File: src/rtl/pim_defs.svh
// Offsets, field positions, reset values and timing counts of the image mode block.
// Assumes the includer has a 16-bit register word and a 4-bit register address.
`ifndef PIM_DEFS_SVH
`define PIM_DEFS_SVH

// ****************************************
// Register offsets (word index)
// ****************************************
`define PIM_OFS_MODE 4'h0
`define PIM_OFS_SPARE 4'h1
`define PIM_OFS_HMARGIN 4'h2
`define PIM_OFS_LINELEN 4'h3
`define PIM_OFS_VTOP 4'h4
`define PIM_OFS_VBOT 4'h5
`define PIM_OFS_STATUS 4'h6

// ****************************************
// Fields of mode_control; top bit of horizontal margin
// ****************************************
`define PIM_F_MODE_HI 3
`define PIM_F_MODE_LO 0
`define PIM_F_VIDKILL 7
`define PIM_F_BDEDGE 8
`define PIM_F_VIDPOL 9
`define PIM_F_FSYNC_EN 10
`define PIM_F_MARGIN_HI 10

// ****************************************
// Reset values
// ****************************************
`define PIM_RST_MODE 16'h0000
`define PIM_RST_WORD 16'h0000

// ****************************************
// Timing
// ****************************************
`define PIM_CLK_NS 10
`define PIM_SYNC_STAGES 3

`endif

File: src/rtl/pim_pkg.sv
// Types shared by the image mode block.
// Assumes nothing of its surroundings.
package pim_pkg;

    typedef enum logic [3:0] {
        PIM_MODE_300 = 4'h4,
        PIM_MODE_300_TEST = 4'h5,
        PIM_MODE_200 = 4'h6,
        PIM_MODE_200_TEST = 4'h7,
        PIM_MODE_200X100 = 4'h8,
        PIM_MODE_200X100_TEST = 4'h9,
        PIM_MODE_600X8 = 4'hb,
        PIM_MODE_300X8 = 4'hc
    } pim_mode_t;

    // Page sequencer: idle, armed, top margin, imaging, done
    typedef enum logic [2:0] {
        PIM_PG_IDLE = 3'b000,
        PIM_PG_ARMED = 3'b001,
        PIM_PG_TOP = 3'b011,
        PIM_PG_IMAGE = 3'b010,
        PIM_PG_DONE = 3'b110
    } pim_page_t;

    typedef struct packed {
        logic [3:0] addr;
        logic [15:0] wdata;
        logic wr;
        logic rd;
    } pim_bus_req_t;

    typedef struct packed {
        logic [7:0] data;
        logic valid;
        logic enhance;
        logic eight_bit;
    } pim_video_t;

endpackage

File: src/rtl/pim_mode_ctrl.sv
// Mode configuration, page/line sequencing and video path of the image enhancement block.
// Assumes a 100 MHz core clock; video clock, beam detect and syncs arrive asynchronously.
//
// The implementer's own choices: the address map and strobed register access.
`timescale 1ns/10ps
`include "pim_defs.svh"

module pim_mode_ctrl #(
    parameter int DOT_CYCLES = 4
) (
    // Clock and reset
    input wire logic core_clk,
    input wire logic resetn,
    // Register port
    input wire pim_pkg::pim_bus_req_t bus_req,
    output logic [15:0] bus_rdata,
    // Engine inputs
    input wire logic video_clk,
    input wire logic [7:0] video_data,
    input wire logic beam_detect,
    input wire logic page_sync,
    input wire logic line_sync,
    // Modulator output
    output pim_pkg::pim_video_t mod_out,
    output logic transfer_active
);
    import pim_pkg::*;

    // ****************************************
    // Registers
    // ****************************************
    logic [15:0] mode_control_reg;
    logic [10:0] horizontal_margin_reg;
    logic [10:0] line_length_reg;
    logic [15:0] vertical_top_margin_reg;
    logic [15:0] vertical_bottom_margin_reg;
    logic [15:0] line_count_reg;
    pim_page_t page_reg;
    logic [15:0] rdata_next;

    // Spare register and bits 15:11 of margin and line length are dropped on write; mode_control keeps all 16 bits
    always_ff @(posedge core_clk) begin
        if (!resetn) begin
            mode_control_reg <= `PIM_RST_MODE;
            horizontal_margin_reg <= '0;
            line_length_reg <= '0;
            vertical_top_margin_reg <= `PIM_RST_WORD;
            vertical_bottom_margin_reg <= `PIM_RST_WORD;
        end else if (bus_req.wr) begin
            unique case (bus_req.addr)
                `PIM_OFS_MODE: mode_control_reg <= bus_req.wdata;
                `PIM_OFS_HMARGIN: horizontal_margin_reg <= bus_req.wdata[10:0];
                `PIM_OFS_LINELEN: line_length_reg <= bus_req.wdata[10:0];
                `PIM_OFS_VTOP: vertical_top_margin_reg <= bus_req.wdata;
                `PIM_OFS_VBOT: vertical_bottom_margin_reg <= bus_req.wdata;
                default: ;
            endcase
        end
    end

    always_comb begin
        rdata_next = 16'h0000;
        unique case (bus_req.addr)
            `PIM_OFS_MODE: rdata_next = mode_control_reg;
            `PIM_OFS_HMARGIN: rdata_next = {5'h00, horizontal_margin_reg};
            `PIM_OFS_LINELEN: rdata_next = {5'h00, line_length_reg};
            `PIM_OFS_VTOP: rdata_next = vertical_top_margin_reg;
            `PIM_OFS_VBOT: rdata_next = vertical_bottom_margin_reg;
            `PIM_OFS_STATUS: rdata_next = {line_count_reg[12:0], page_reg};
            default: rdata_next = 16'h0000;
        endcase
    end

    always_ff @(posedge core_clk) begin
        if (!resetn) begin
            bus_rdata <= 16'h0000;
        end else if (bus_req.rd) begin
            bus_rdata <= rdata_next;
        end else begin
            bus_rdata <= 16'h0000;
        end
    end

    // ****************************************
    // Mode decode
    // ****************************************
    logic [3:0] mode_field;
    logic mode_one_bit;
    logic mode_test;
    logic mode_eight;
    logic bd_falling;
    logic vid_invert;
    logic fsync_arm;
    assign mode_field = mode_control_reg[`PIM_F_MODE_HI:`PIM_F_MODE_LO];
    assign bd_falling = mode_control_reg[`PIM_F_BDEDGE];
    assign vid_invert = mode_control_reg[`PIM_F_VIDPOL];
    assign fsync_arm = mode_control_reg[`PIM_F_FSYNC_EN];

    always_comb begin
        mode_one_bit = 1'b0;
        mode_test = 1'b0;
        mode_eight = 1'b0;
        unique case (mode_field)
            PIM_MODE_300, PIM_MODE_200, PIM_MODE_200X100: mode_one_bit = 1'b1;
            PIM_MODE_300_TEST, PIM_MODE_200_TEST, PIM_MODE_200X100_TEST: begin
                mode_one_bit = 1'b1;
                mode_test = 1'b1;
            end
            PIM_MODE_600X8, PIM_MODE_300X8: mode_eight = 1'b1;
            default: ;
        endcase
    end

    // ****************************************
    // Input synchronisers: 3 stages, change counts when stages 2 and 3 agree
    // ****************************************
    localparam int NSYNC = 4;
    logic [NSYNC-1:0] sync_in;
    logic [NSYNC-1:0] sync_stable;
    logic [NSYNC-1:0] sync_prev;
    logic [7:0] data_s1_reg;
    logic [7:0] data_s2_reg;
    logic [7:0] data_s3_reg;
    assign sync_in = {line_sync, page_sync, beam_detect, video_clk};

    genvar gi;
    generate
        for (gi = 0; gi < NSYNC; gi++) begin : g_sync
            logic [`PIM_SYNC_STAGES-1:0] sh_reg;
            logic st_reg;
            always_ff @(posedge core_clk) begin
                if (!resetn) begin
                    sh_reg <= '0;
                    st_reg <= 1'b0;
                end else begin
                    sh_reg <= {sh_reg[1:0], sync_in[gi]};
                    if (sh_reg[1] == sh_reg[2]) begin
                        st_reg <= sh_reg[2];
                    end
                end
            end
            assign sync_stable[gi] = st_reg;
        end
    endgenerate

    // Data passes three stages but needs no agreement test: it is read only
    // several cycles after the video clock edge, long after it has settled
    always_ff @(posedge core_clk) begin
        if (!resetn) begin
            data_s1_reg <= 8'h00;
            data_s2_reg <= 8'h00;
            data_s3_reg <= 8'h00;
            sync_prev <= '0;
        end else begin
            data_s1_reg <= video_data;
            data_s2_reg <= data_s1_reg;
            data_s3_reg <= data_s2_reg;
            sync_prev <= sync_stable;
        end
    end

    logic vclk_rise;
    logic bd_edge;
    logic page_rise;
    logic line_rise;
    assign vclk_rise = sync_stable[0] & ~sync_prev[0];
    assign bd_edge = bd_falling ? (~sync_stable[1] & sync_prev[1]) : (sync_stable[1] & ~sync_prev[1]);
    assign page_rise = sync_stable[2] & ~sync_prev[2];
    assign line_rise = sync_stable[3] & ~sync_prev[3];

    // ****************************************
    // Page sequencer
    // ****************************************
    always_ff @(posedge core_clk) begin
        if (!resetn) begin
            page_reg <= PIM_PG_IDLE;
            line_count_reg <= 16'h0000;
        end else if (!fsync_arm) begin
            page_reg <= PIM_PG_IDLE;
            line_count_reg <= 16'h0000;
        end else begin
            unique case (page_reg)
                PIM_PG_IDLE: page_reg <= PIM_PG_ARMED;
                PIM_PG_ARMED: begin
                    if (page_rise) begin
                        page_reg <= PIM_PG_TOP;
                    end
                end
                PIM_PG_TOP: begin
                    if (line_count_reg == vertical_top_margin_reg) begin
                        page_reg <= PIM_PG_IMAGE;
                    end else if (line_rise) begin
                        line_count_reg <= line_count_reg + 16'h0001;
                    end
                end
                PIM_PG_IMAGE: begin
                    if (line_count_reg == vertical_bottom_margin_reg) begin
                        page_reg <= PIM_PG_DONE;
                    end else if (line_rise) begin
                        line_count_reg <= line_count_reg + 16'h0001;
                    end
                end
                PIM_PG_DONE: ;
            endcase
        end
    end

    // ****************************************
    // Line timing: horizontal margin, then line length plus one bytes
    // ****************************************
    logic [10:0] hpos_reg;
    logic [10:0] byte_count_reg;
    logic [$clog2(DOT_CYCLES+1)-1:0] dot_reg;
    logic in_margin_reg;
    logic in_line_reg;
    logic take_byte;
    assign take_byte = in_line_reg & vclk_rise & (page_reg == PIM_PG_IMAGE);

    always_ff @(posedge core_clk) begin
        if (!resetn) begin
            hpos_reg <= '0;
            dot_reg <= '0;
            in_margin_reg <= 1'b0;
            in_line_reg <= 1'b0;
            byte_count_reg <= '0;
        end else if (bd_edge) begin
            // Margin restarts at the selected edge in every mode
            hpos_reg <= '0;
            dot_reg <= '0;
            in_margin_reg <= 1'b1;
            in_line_reg <= 1'b0;
            byte_count_reg <= '0;
        end else if (in_margin_reg) begin
            if (hpos_reg == horizontal_margin_reg) begin
                in_margin_reg <= 1'b0;
                in_line_reg <= 1'b1;
            end else if (dot_reg == DOT_CYCLES[$bits(dot_reg)-1:0] - 1'b1) begin
                dot_reg <= '0;
                hpos_reg <= hpos_reg + 11'h001;
            end else begin
                dot_reg <= dot_reg + 1'b1;
            end
        end else if (take_byte) begin
            // In 300x8 one 300 dpi line is counted, host sizes it
            if (byte_count_reg == line_length_reg) begin
                in_line_reg <= 1'b0;
            end else begin
                byte_count_reg <= byte_count_reg + 11'h001;
            end
        end
    end

    // ****************************************
    // Video output path
    // ****************************************
    always_ff @(posedge core_clk) begin
        if (!resetn) begin
            mod_out <= '0;
            transfer_active <= 1'b0;
        end else begin
            transfer_active <= (page_reg == PIM_PG_IMAGE);
            mod_out.valid <= take_byte & (mode_one_bit | mode_eight);
            mod_out.eight_bit <= mode_eight;
            // Test modes skip enhancement and keep the bitmap untouched
            mod_out.enhance <= mode_one_bit & ~mode_test;
            if (take_byte) begin
                mod_out.data <= mode_test ? data_s3_reg : (data_s3_reg ^ {8{vid_invert}});
            end
        end
    end

    // ****************************************
    // Checks
    // ****************************************
    chk_test_bypass: assert property (@(posedge core_clk) disable iff (!resetn)
        $past(take_byte) && $past(mode_test) |-> mod_out.data == $past(data_s3_reg) && !mod_out.enhance)
        else $error("test mode altered data");
    chk_polarity_out: assert property (@(posedge core_clk) disable iff (!resetn)
        $past(take_byte) && !$past(mode_test) |-> mod_out.data == ($past(data_s3_reg) ^ {8{$past(vid_invert)}}))
        else $error("polarity wrong");
    chk_eight_decode: assert property (@(posedge core_clk) disable iff (!resetn)
        (mode_field == 4'hb || mode_field == 4'hc) |=> mod_out.eight_bit)
        else $error("eight bit mode not decoded");
    chk_one_decode: assert property (@(posedge core_clk) disable iff (!resetn)
        mode_one_bit == (mode_field inside {4'h4, 4'h5, 4'h6, 4'h7, 4'h8, 4'h9}))
        else $error("one bit decode wrong");
    chk_page_start: assert property (@(posedge core_clk) disable iff (!resetn)
        page_reg == PIM_PG_ARMED && page_rise && fsync_arm |=> page_reg == PIM_PG_TOP)
        else $error("page sync missed");
    chk_top_reach: assert property (@(posedge core_clk) disable iff (!resetn)
        page_reg == PIM_PG_TOP && fsync_arm && line_count_reg == vertical_top_margin_reg |=> page_reg == PIM_PG_IMAGE)
        else $error("top margin not honoured");
    chk_bot_reach: assert property (@(posedge core_clk) disable iff (!resetn)
        page_reg == PIM_PG_IMAGE && fsync_arm && line_count_reg == vertical_bottom_margin_reg |=> page_reg == PIM_PG_DONE)
        else $error("bottom margin not honoured");
    chk_disarm_idle: assert property (@(posedge core_clk) disable iff (!resetn)
        !fsync_arm |=> page_reg == PIM_PG_IDLE && line_count_reg == 16'h0000)
        else $error("disarm did not idle");
    chk_margin_restart: assert property (@(posedge core_clk) disable iff (!resetn)
        bd_edge |=> hpos_reg == 11'h000 && in_margin_reg && !in_line_reg)
        else $error("margin not restarted");
    chk_no_data_margin: assert property (@(posedge core_clk) disable iff (!resetn)
        in_margin_reg |=> !mod_out.valid)
        else $error("data during margin");
    chk_hm_upper: assert property (@(posedge core_clk) disable iff (!resetn)
        bus_req.wr && bus_req.addr == `PIM_OFS_HMARGIN |=> horizontal_margin_reg == $past(bus_req.wdata[10:0]))
        else $error("margin write wrong");
    chk_valid_region: assert property (@(posedge core_clk) disable iff (!resetn)
        mod_out.valid |-> $past(page_reg) == PIM_PG_IMAGE && $past(in_line_reg))
        else $error("byte outside imaging line");
    chk_disarm_quiet: assert property (@(posedge core_clk) disable iff (!resetn)
        !fsync_arm ##1 !fsync_arm |=> !transfer_active)
        else $error("imaging while disarmed");
    chk_hm_read: assert property (@(posedge core_clk) disable iff (!resetn)
        bus_req.rd && bus_req.addr == `PIM_OFS_HMARGIN |=> bus_rdata[15:11] == 5'h00)
        else $error("margin upper bits read back");

    cov_page_done: cover property (@(posedge core_clk) disable iff (!resetn) page_reg == PIM_PG_DONE);
    cov_test_byte: cover property (@(posedge core_clk) disable iff (!resetn) take_byte && mode_test);
    cov_eight_byte: cover property (@(posedge core_clk) disable iff (!resetn) take_byte && mode_eight);
    cov_fall_edge: cover property (@(posedge core_clk) disable iff (!resetn) bd_edge && bd_falling);

endmodule

File: config.mk
export PLATFORM = sky130hd
export DESIGN_NAME = pim_mode_ctrl
export DESIGN_NICKNAME = d
export VERILOG_FILES = /design/src/rtl/pim_pkg.sv /design/src/rtl/pim_mode_ctrl.sv
export VERILOG_INCLUDE_DIRS = /design/src /design/src/rtl
export SDC_FILE = /design/constraint.sdc
export NUM_CORES = 1
export LEC_CHECK = 0
export CAP_MARGIN = 25
export CORE_MARGIN = 2
export CORE_UTILIZATION = 40
export CTS_BUF_LIST = sky130_fd_sc_hd__clkbuf_2
export DETAILED_ROUTE_END_ITERATION = 12
export DONT_BUFFER_PORTS = 1
export PLACE_DENSITY = 0.65
export SETUP_SLACK_MARGIN = 0.3
export SYNTH_ARGS = -nofsm -noshare
export SYNTH_HDL_FRONTEND = slang
export SYNTH_SLANG_ARGS = --single-unit
File: constraint.sdc
create_clock -name core_clk -period 4.3 [get_ports core_clk]
set_clock_uncertainty 0.15 [all_clocks]
set_input_delay 0.215 -clock core_clk [delete_from_list [all_inputs] [get_ports core_clk]]
set_output_delay 0.215 -clock core_clk [all_outputs]
set_load 0.05 [all_outputs]
==> impl_metrics.tcl, run 1 <==
set metrics [dict create \
    ys_async_sr_fraction 0 \
    synth.avg_cell_area_sq_um 8.98 \
    synth.most_common_cell "dfxtp_1" \
    setup_tns_ns 0 \
    drv_slew 0 \
    root_buffer "clkbuf_2" \
    min_path_type "in2reg" \
    cts_max_path_buffers 2 \
    yosys-top-cells-area "dfxtp_1 47%, a21boi_0 7.0%, nand2_1 6.5%" \
    yosysSeqAreaShare 0.471 \
    start_util 0.409 \
    die_h_microns 145 \
    max_stage_delay_ns 0.82 \
    synth_seq_cells 188 \
    antenna_left 0 \
    timing.critical_path.mode_cell "dlygate4sd3_1" \
    cts_tree "built" \
    fin_nets 978 \
    drt_iter0_drc 705 \
    crit_chain "dlygate4sd3_1, nor4_4, dlygate4sd3_1, and2_0, buf_6, nand2_1, dlygate4sd3_1, a21boi_0, dlygate4sd3_1" \
    grt_pass1_vias 6109 \
    final_cell_area_sq_um 9290 \
    place_area_sq_um 8150 \
    synth_warnings 0 \
    clk_pin_slew_ns 0.32 \
    clock_latency_ns 0.81 \
    grt_pass1_wl_microns 34000 \
    drive_above_1_share 0.0599 \
    synthTopCellsByCount "188 x dfxtp_1, 139 x nand2_1, 75 x a21boi_0" \
    critPathSlowestCell "dlygate4sd3_1" \
    first_pass_iters 5 \
    num_vias 6662 \
    synth_edf_count 0 \
    area_growth_pct 16.2 \
    synth_nets 930 \
    postSynthCellCount 890 \
    worstPathMaxFanout 9 \
    outcome "completed" \
    grt.total_usage 0.202 \
    numCtsBuffers 17 \
    path_class "in2reg" \
    timing.slew.headroom 0.327 \
    coreArea_sq_um 19500 \
    h-tree-depth 4 \
    p_per_area_nw_per_um2 315 \
    hold_viol 0 \
    numPortBuffers 0 \
    cp_data_arrival_time_ns 4.29 \
    wl_per_cell_microns 17.5 \
    gp_congestion 0.917 \
    rsz0062_at_grt "false" \
    via_per_inst 5.47 \
    synth.distinct_cells 51 \
    finalCritPeriodShare 0.850 \
    tightest_slew_ns 1.01 \
    post_cts_buffers 0 \
    grt_overflow 0 \
    use_met1 0.284 \
    grt_busiest_layer "met2" \
    totalWireLength_microns 21300 \
    grt.met3_usage 0.0574 \
    dieArea_sq_um 21100 \
    clock.fmax_ghz 0.274 \
    cts.sinks 188 \
    holdPathStages 3 \
    yosysTopAreaCell "dfxtp_1" \
    total_power_w 0.00293 \
    num_rows 51 \
    crit_required_ns 4.94 \
    die_w_microns 145 \
    dp_hpwl_microns 13800 \
    antenna_found_initial 1 \
    grtUsageMet2 0.299 \
    irDropWorstVdd_v 0.000263 \
    cap_violations 0 \
    end_kind "flop" \
    ff2ff_path_depth 6 \
    synthesis.area_sq_um 8000 \
    leakage_nw 3.30 \
    io_pins 64 \
    drc 0 \
    finalCriticalPeriod_ns 3.66 \
    grt_max_degree 131 \
    synth_flop_cell "dfxtp_1" \
    synth_top_area_frac 0.471 \
    crit_path_start_kind "primary input" \
    setup_viol 0 \
]
-- what timing repair did --
action / CTS / global route
hold endpoints to repair: 164 / 0
hold buffers: 81 / 0
resized for setup: 0 / 0
-- metal layers --
metal / part of all wire / vias to the layer above
met2: 0.44 / 306
li1: - / 3162
met3: 0.094 / 44
met5: 0 / -
met4: 0.020 / 0
met1: 0.45 / 3150
-- cell usage in the layout (no fill, tap or decap), types with 3 or more instances in the layout --
master,synthesis,final
ha_1,4,4
clkbuf_2,3,17
a311oi_1,3,3
and2_1,45,45
a22oi_1,43,43
and3_1,8,8
xnor2_1,36,36
a21oi_1,23,23
a31oi_1,12,12
xor2_1,47,47
or3_1,8,8
buf_4,1,9
or4_1,4,4
nor2_1,38,38
nor3_2,1,3
dlygate4sd3_1,0,79
inv_1,9,9
nor4_1,5,5
o211a_1,8,8
clkinv_8,0,9
mux2i_1,5,5
nand4_1,21,21
dfxtp_1,188,188
nand3_1,55,55
nand2_1,139,139
o21ai_0,14,14
a21boi_0,75,75
nand2b_1,4,4
-- per-stage QoR --
step                setup WS, ns  hold slack, ns  cells  utilization
floorplan                   2.43           0.192    890            -
global placement            1.96           0.194   1102        0.417
detailed placement          1.92           0.195   1103        0.417
CTS                        0.774          0.0160   1216        0.476
global route               0.568          0.0137   1217        0.476
finish                     0.644          0.0645   1217        0.476
-- worst max-delay path: cells and delay by family --
kind            cells  cell delay [ns]
buf+inv             5             2.83
simple gates        3             1.07
compound gates      1             0.15
-- report_power, final --
group	total, W	internal [W]	switching, W
Combinational	0.000169	0.0000773	0.0000921
Clock	0.000973	0.000224	0.000749
Sequential	0.00179	0.00177	0.0000141
-- final timing paths --
path / endpoint / start / slack, ns
max: mode_control_reg[2] / bus_req[21] / 0.64
min: vertical_top_margin_reg[0] / bus_req[2] / 0.06
max reg2reg: line_count_reg[12] / line_count_reg[2] / 1.78
min reg2reg: dot_reg[2] / dot_reg[2] / 0.31
-- cell families after synthesis --
kind of cell	synth area share
compound gates	0.170
xor+xnor	0.0909
fa+ha+maj	0.00626
buf+inv	0.0385
flops	0.471
mux	0.00626
simple gates	0.218
-- area by class of cell --
class,instances,area [sq um]
Fill cell,1890,10200
Multi-Input combinational cell,631,3940
Sequential cell,188,3760
Timing Repair Buffer,91,917
Tap cell,265,332
Clock inverter,15,216
Clock buffer,17,85.1
Inverter,9,33.8
Antenna cell,1,2.50
(Power assumes the default switching activity.)
==> run 2: changes to the inputs <==
--- a/config.mk
+++ b/config.mk
@@ -6,6 +6,7 @@
 export SDC_FILE = /design/constraint.sdc
 export NUM_CORES = 1
 export LEC_CHECK = 0
+export ABC_AREA = 1
 export CAP_MARGIN = 25
 export CORE_MARGIN = 2
 export CORE_UTILIZATION = 40
==> impl_metrics.tcl, run 2 <==
set metrics [dict create \
    outcome "completed" \
    synth.most_common_cell "nand2_1" \
    path_class "in2reg" \
    drt_iter0_drc 601 \
    tightest_slew_ns 0.930 \
    coreArea_sq_um 20400 \
    cp_data_arrival_time_ns 3.39 \
    first_pass_iters 5 \
    start_util 0.410 \
    grt_pass1_vias 6763 \
    finalCriticalPeriod_ns 2.74 \
    total_power_w 0.00300 \
    cp_top_family "buffers and inverters" \
    cap_violations 0 \
    root_buffer "clkbuf_2" \
    synthTopCellsByCount "236 x nand2_1, 188 x dfxtp_1, 159 x inv_1" \
    clock_latency_ns 0.84 \
    yosys-top-cells-area "dfxtp_1 45%, nand2_1 11%, inv_1 7.1%" \
    gp_congestion 0.892 \
    critPathSlowestCell "dlygate4sd3_1" \
    clk_pin_slew_ns 0.36 \
    synth_warnings 0 \
    synth_nets 1192 \
    timing.critical_path.mode_cell "dlygate4sd3_1" \
    antenna_found_initial 2 \
    timing.slew.headroom 0.379 \
    grt_overflow 0 \
    cts_tree "built" \
    setup_viol 0 \
    ff2ff_path_depth 9 \
    ys_async_sr_fraction 0 \
    synthesis.area_sq_um 8380 \
    max_stage_delay_ns 0.72 \
    fin_nets 1236 \
    die_h_microns 149 \
    drv_slew 0 \
    crit_path_start_kind "primary input" \
    io_pins 64 \
    via_per_inst 5.01 \
    drive_above_1_share 0.0513 \
    drc 0 \
    totalWireLength_microns 21900 \
    cts.sinks 188 \
    final_common_cell "nand2_1" \
    clock.fmax_ghz 0.365 \
    end_kind "flop" \
    wl_per_cell_microns 14.8 \
    synth.avg_cell_area_sq_um 7.28 \
    synth.distinct_cells 37 \
    p_per_area_nw_per_um2 313 \
    synth_seq_cells 188 \
    yosysTopAreaCell "dfxtp_1" \
    num_rows 52 \
    numCtsBuffers 17 \
    area_growth_pct 14.4 \
    min_path_type "in2reg" \
    worst-path-stages 8 \
    dieArea_sq_um 22100 \
    antenna_left 0 \
    crit_buf_inv 5 \
    yosysSeqAreaShare 0.449 \
    grt_max_degree 101 \
    finalCritPeriodShare 0.637 \
    irDropWorstVdd_v 0.000220 \
    synth_top_area_frac 0.449 \
    layout_common_cells "236 x nand2_1, 188 x dfxtp_1, 159 x inv_1, 110 x a21oi_1, 101 x nor2_1" \
    num_vias 7430 \
    synth_flop_cell "dfxtp_1" \
    hold_viol 0 \
    crit_required_ns 4.95 \
    worstPathMaxFanout 28 \
    setup_tns_ns 0 \
    leakage_nw 4.07 \
    h-tree-depth 4 \
    dp_hpwl_microns 14700 \
    rsz0062_at_grt "false" \
    post_cts_resize_count 0 \
    grt_pass1_wl_microns 35300 \
    grt.total_usage 0.204 \
    die_w_microns 149 \
    numPortBuffers 0 \
    holdPathStages 3 \
    postSynthCellCount 1152 \
    crit_chain "dlygate4sd3_1, nand4_1, dlygate4sd3_1, buf_4, o21ai_0, dlygate4sd3_1, a21oi_1, dlygate4sd3_1" \
    cts_max_path_buffers 2 \
    synth_edf_count 0 \
]
-- run 2: cell count changes after synthesis, sizes merged, moves of 11 or more --
cell / previous run / this run
a21oi: 23 / 111
a31oi: 12 / 1
a21boi: 75 / 0
nand4: 22 / 10
inv: 9 / 168
nor3: 5 / 23
xnor2: 36 / 25
o22ai: 0 / 38
nand2: 139 / 241
a22oi: 43 / 0
nor2: 38 / 104
and2: 47 / 0
o21ai: 16 / 78
-- run 2: logic make-up after synthesis --
kind of cell,after synthesis,share of synthesized area
adder cells (fa/ha/maj),4,0.00597
AO/OA/AOI/OAI,241,0.155
XOR/XNOR,65,0.0679
flip-flops,188,0.449
AND/OR/NAND/NOR,433,0.218
buffers and inverters,221,0.104
-- run 2: path summary, 6_finish.rpt --
check / slack, ns / start / end
worst min-delay path: 0.04 / bus_req[17] / vertical_bottom_margin_reg[15]
worst max register to register: 2.03 / page_reg[1] / byte_count_reg[8]
worst min register to register: 0.28 / data_s2_reg[0] / data_s3_reg[0]
worst max-delay path: 1.56 / bus_req[1] / vertical_bottom_margin_reg[9]
-- run 2: area by class of cell --
cell class | instances | area (sq um)
multi-input cells | 743 | 3750
diodes | 3 | 7.51
repair buffers | 78 | 791
clock buffers | 17 | 85.1
fillers | 2078 | 10800
inverters | 168 | 631
flip-flops and latches | 188 | 3760
well taps | 270 | 338
clock inverters | 15 | 223
-- run 2: timing repair --
| action | CTS | global route |
|---|---|---|
| hold buffers | 74 | 1 |
| endpoints found under the hold margin | 158 | 1 |
| setup buffers | 0 | 0 |
-- run 2: report_power, final --
part	switching (W)	internal [W]
Sequential	0.0000161	0.00178
Clock	0.000779	0.000235
Combinational	0.000114	0.0000795
-- run 2: per-stage QoR --
step / utilization / cell area, sq um / std cells / setup WS (ns) / hold slack, ns
after detailed placement: 0.416 / 8510 / 1372 / 1.78 / 0.169
after global placement: 0.416 / 8510 / 1372 / 1.84 / 0.166
after floorplan: - / 8380 / 1152 / 2.67 / 0.163
after CTS: 0.469 / 9570 / 1478 / 1.72 / 0.00973
after global routing: 0.469 / 9590 / 1481 / 1.53 / 0.000621
final: 0.469 / 9590 / 1482 / 1.56 / 0.0431
-- run 2: routing by layer --
metal	vias to the layer above	wire (microns)	track usage
met5	-	0	0
met4	0	469	0.0652
met3	39	1600	0.0547
met2	263	9650	0.311
met1	3362	10200	0.281
li1	3766	-	-
-- run 2: tightest hold or removal path: cells and delay by family --
| family | cells | cell delay [ns] |
|---|---|---|
| AO/OA/AOI/OAI | 2 | 0.21 |
| buffers and inverters | 1 | 0.59 |
==> run 3: changes to the inputs <==
==> constraint.sdc (replaced) <==
create_clock -name core_clk -period 2.6 [get_ports core_clk]
set_clock_uncertainty 0.15 [all_clocks]
set_input_delay 0.13 -clock core_clk [delete_from_list [all_inputs] [get_ports core_clk]]
set_output_delay 0.13 -clock core_clk [all_outputs]
set_load 0.05 [all_outputs]
==> impl_metrics.tcl, run 3 (same netlist as run 2, synthesis figures left out) <==
set metrics [dict create \
    outcome "completed" \
    irDropWorstVdd_v 0.000351 \
    die_h_microns 149 \
    antenna_left 0 \
    worst_slack_ns 0.337 \
    final_common_cell "nand2_1" \
    r2r_slack_ns 0.51 \
    rsz0062_at_grt "false" \
    finalCriticalPeriod_ns 2.26 \
    clock_latency_ns 0.83 \
    fin_util 0.493 \
    tightest_slew_ns 0.800 \
    post_cts_buffers 0 \
    grt_overflow 0 \
    setup_tns_ns 0 \
    path_class "in2reg" \
    coreArea_sq_um 20400 \
    totalWireLength_microns 23700 \
    max_stage_delay_ns 0.79 \
    p_per_area_nw_per_um2 494 \
    fin_nets 1286 \
    setup_viol 0 \
    root_buffer "clkbuf_2" \
    num_rows 52 \
    cts.sinks 188 \
    via_per_inst 5.07 \
    dieArea_sq_um 22100 \
    antenna_found_initial 2 \
    clk_pin_slew_ns 0.34 \
    gp_congestion 0.892 \
    finalCritPeriodShare 0.870 \
    cts_max_path_buffers 2 \
    worstPathMaxFanout 16 \
    holdWs_ns 0.0434 \
    min_path_type "in2reg" \
    wl_per_cell_microns 15.5 \
    start_util 0.410 \
    layout.cells.non_filler 1531 \
    drv_slew 0 \
    end_kind "flop" \
    layout_common_cells "235 x nand2_1, 184 x dfxtp_1, 158 x inv_1, 111 x dlygate4sd3_1, 110 x a21oi_1" \
    clock.fmax_ghz 0.442 \
    crit_path_start_kind "primary input" \
    crit_chain "inv_1, nor2_2, dlygate4sd3_1, nand4_1, buf_4, dlygate4sd3_1, o21ai_0, a21oi_1, dlygate4sd3_1" \
    grt.total_usage 0.215 \
    leakage_nw 4.32 \
    die_w_microns 149 \
    cap_violations 0 \
    numCtsBuffers 17 \
    first_pass_iters 7 \
    h-tree-depth 4 \
    drc 0 \
    grt_max_degree 102 \
    grt_pass1_vias 7177 \
    dp_cells 1384 \
    timing.critical_path.mode_cell "dlygate4sd3_1" \
    io_pins 64 \
    dp_hpwl_microns 15300 \
    timing.slew.headroom 0.466 \
    drive_above_1_share 0.0651 \
    numPortBuffers 0 \
    ff2ff_path_depth 8 \
    grt_pass1_wl_microns 37300 \
    num_vias 7766 \
    cp_data_arrival_time_ns 2.88 \
    dp_slack_ns 0.410 \
    cts_tree "built" \
    area_growth_pct 20.1 \
    drt_iter0_drc 724 \
    critPathSlowestCell "dlygate4sd3_1" \
    hold_viol 0 \
    holdPathStages 3 \
    crit_required_ns 3.22 \
]
-- run 3: changes by cell type in the layout (fill, tap and decap cells not counted), sizes merged --
cell          previous run  this run
dlymetal6s4s             0         1
diode                    3         2
buf                      4        16
dlygate4sd3             74       111
-- run 3: layout make-up --
cell class / instances / area, sq um
multi-input combinational: 743 / 3770
sequential: 188 / 3770
clock inverter: 15 / 206
fill: 2023 / 10400
tap: 270 / 338
clock buffer: 17 / 85.1
inverter: 168 / 637
antenna: 2 / 5.00
timing repair buffer: 128 / 1260
-- run 3: metrics by stage --
step           area [sq um]  total power (W)
2_1_floorplan          8380          0.00319
3_3_place_gp           8600          0.00322
3_5_place_dp           8600          0.00322
4_1_cts                9990          0.00499
5_1_grt               10100          0.00519
6_report              10100          0.00498
-- run 3: repair_timing --
item / 4_1_cts / 5_1_grt
hold buffers: 108 / 5
setup endpoints to repair: 0 / 33
hold endpoints to repair: 164 / 7
resized for setup: 0 / 12
-- run 3: layer usage --
metal | routed length, microns | up-vias | track usage | share of wire
li1 | - | 3856 | - | -
met2 | 10500 | 337 | 0.332 | 0.44
met1 | 10700 | 3533 | 0.296 | 0.45
met4 | 522 | 0 | 0.0705 | 0.022
met5 | 0 | - | 0 | 0
met3 | 1970 | 40 | 0.0502 | 0.083
-- run 3: final timing paths --
kind	from	to
max	bus_req[20]	vertical_bottom_margin_reg[12]
min	bus_req[4]	line_length_reg[2]
max reg2reg	page_reg[1]	byte_count_reg[8]
min reg2reg	data_s2_reg[1]	data_s3_reg[1]
-- run 3: power breakdown --
part | total (W) | internal, W | switching (W)
Sequential | 0.00297 | 0.00294 | 0.0000268
Clock | 0.00163 | 0.000375 | 0.00126
Combinational | 0.000373 | 0.000167 | 0.000206
-- run 3: critical path, delay by kind of cell --
kind	cells	cell delay, ns
compound gates	2	0.30
buf+inv	5	2.19
simple gates	2	0.27
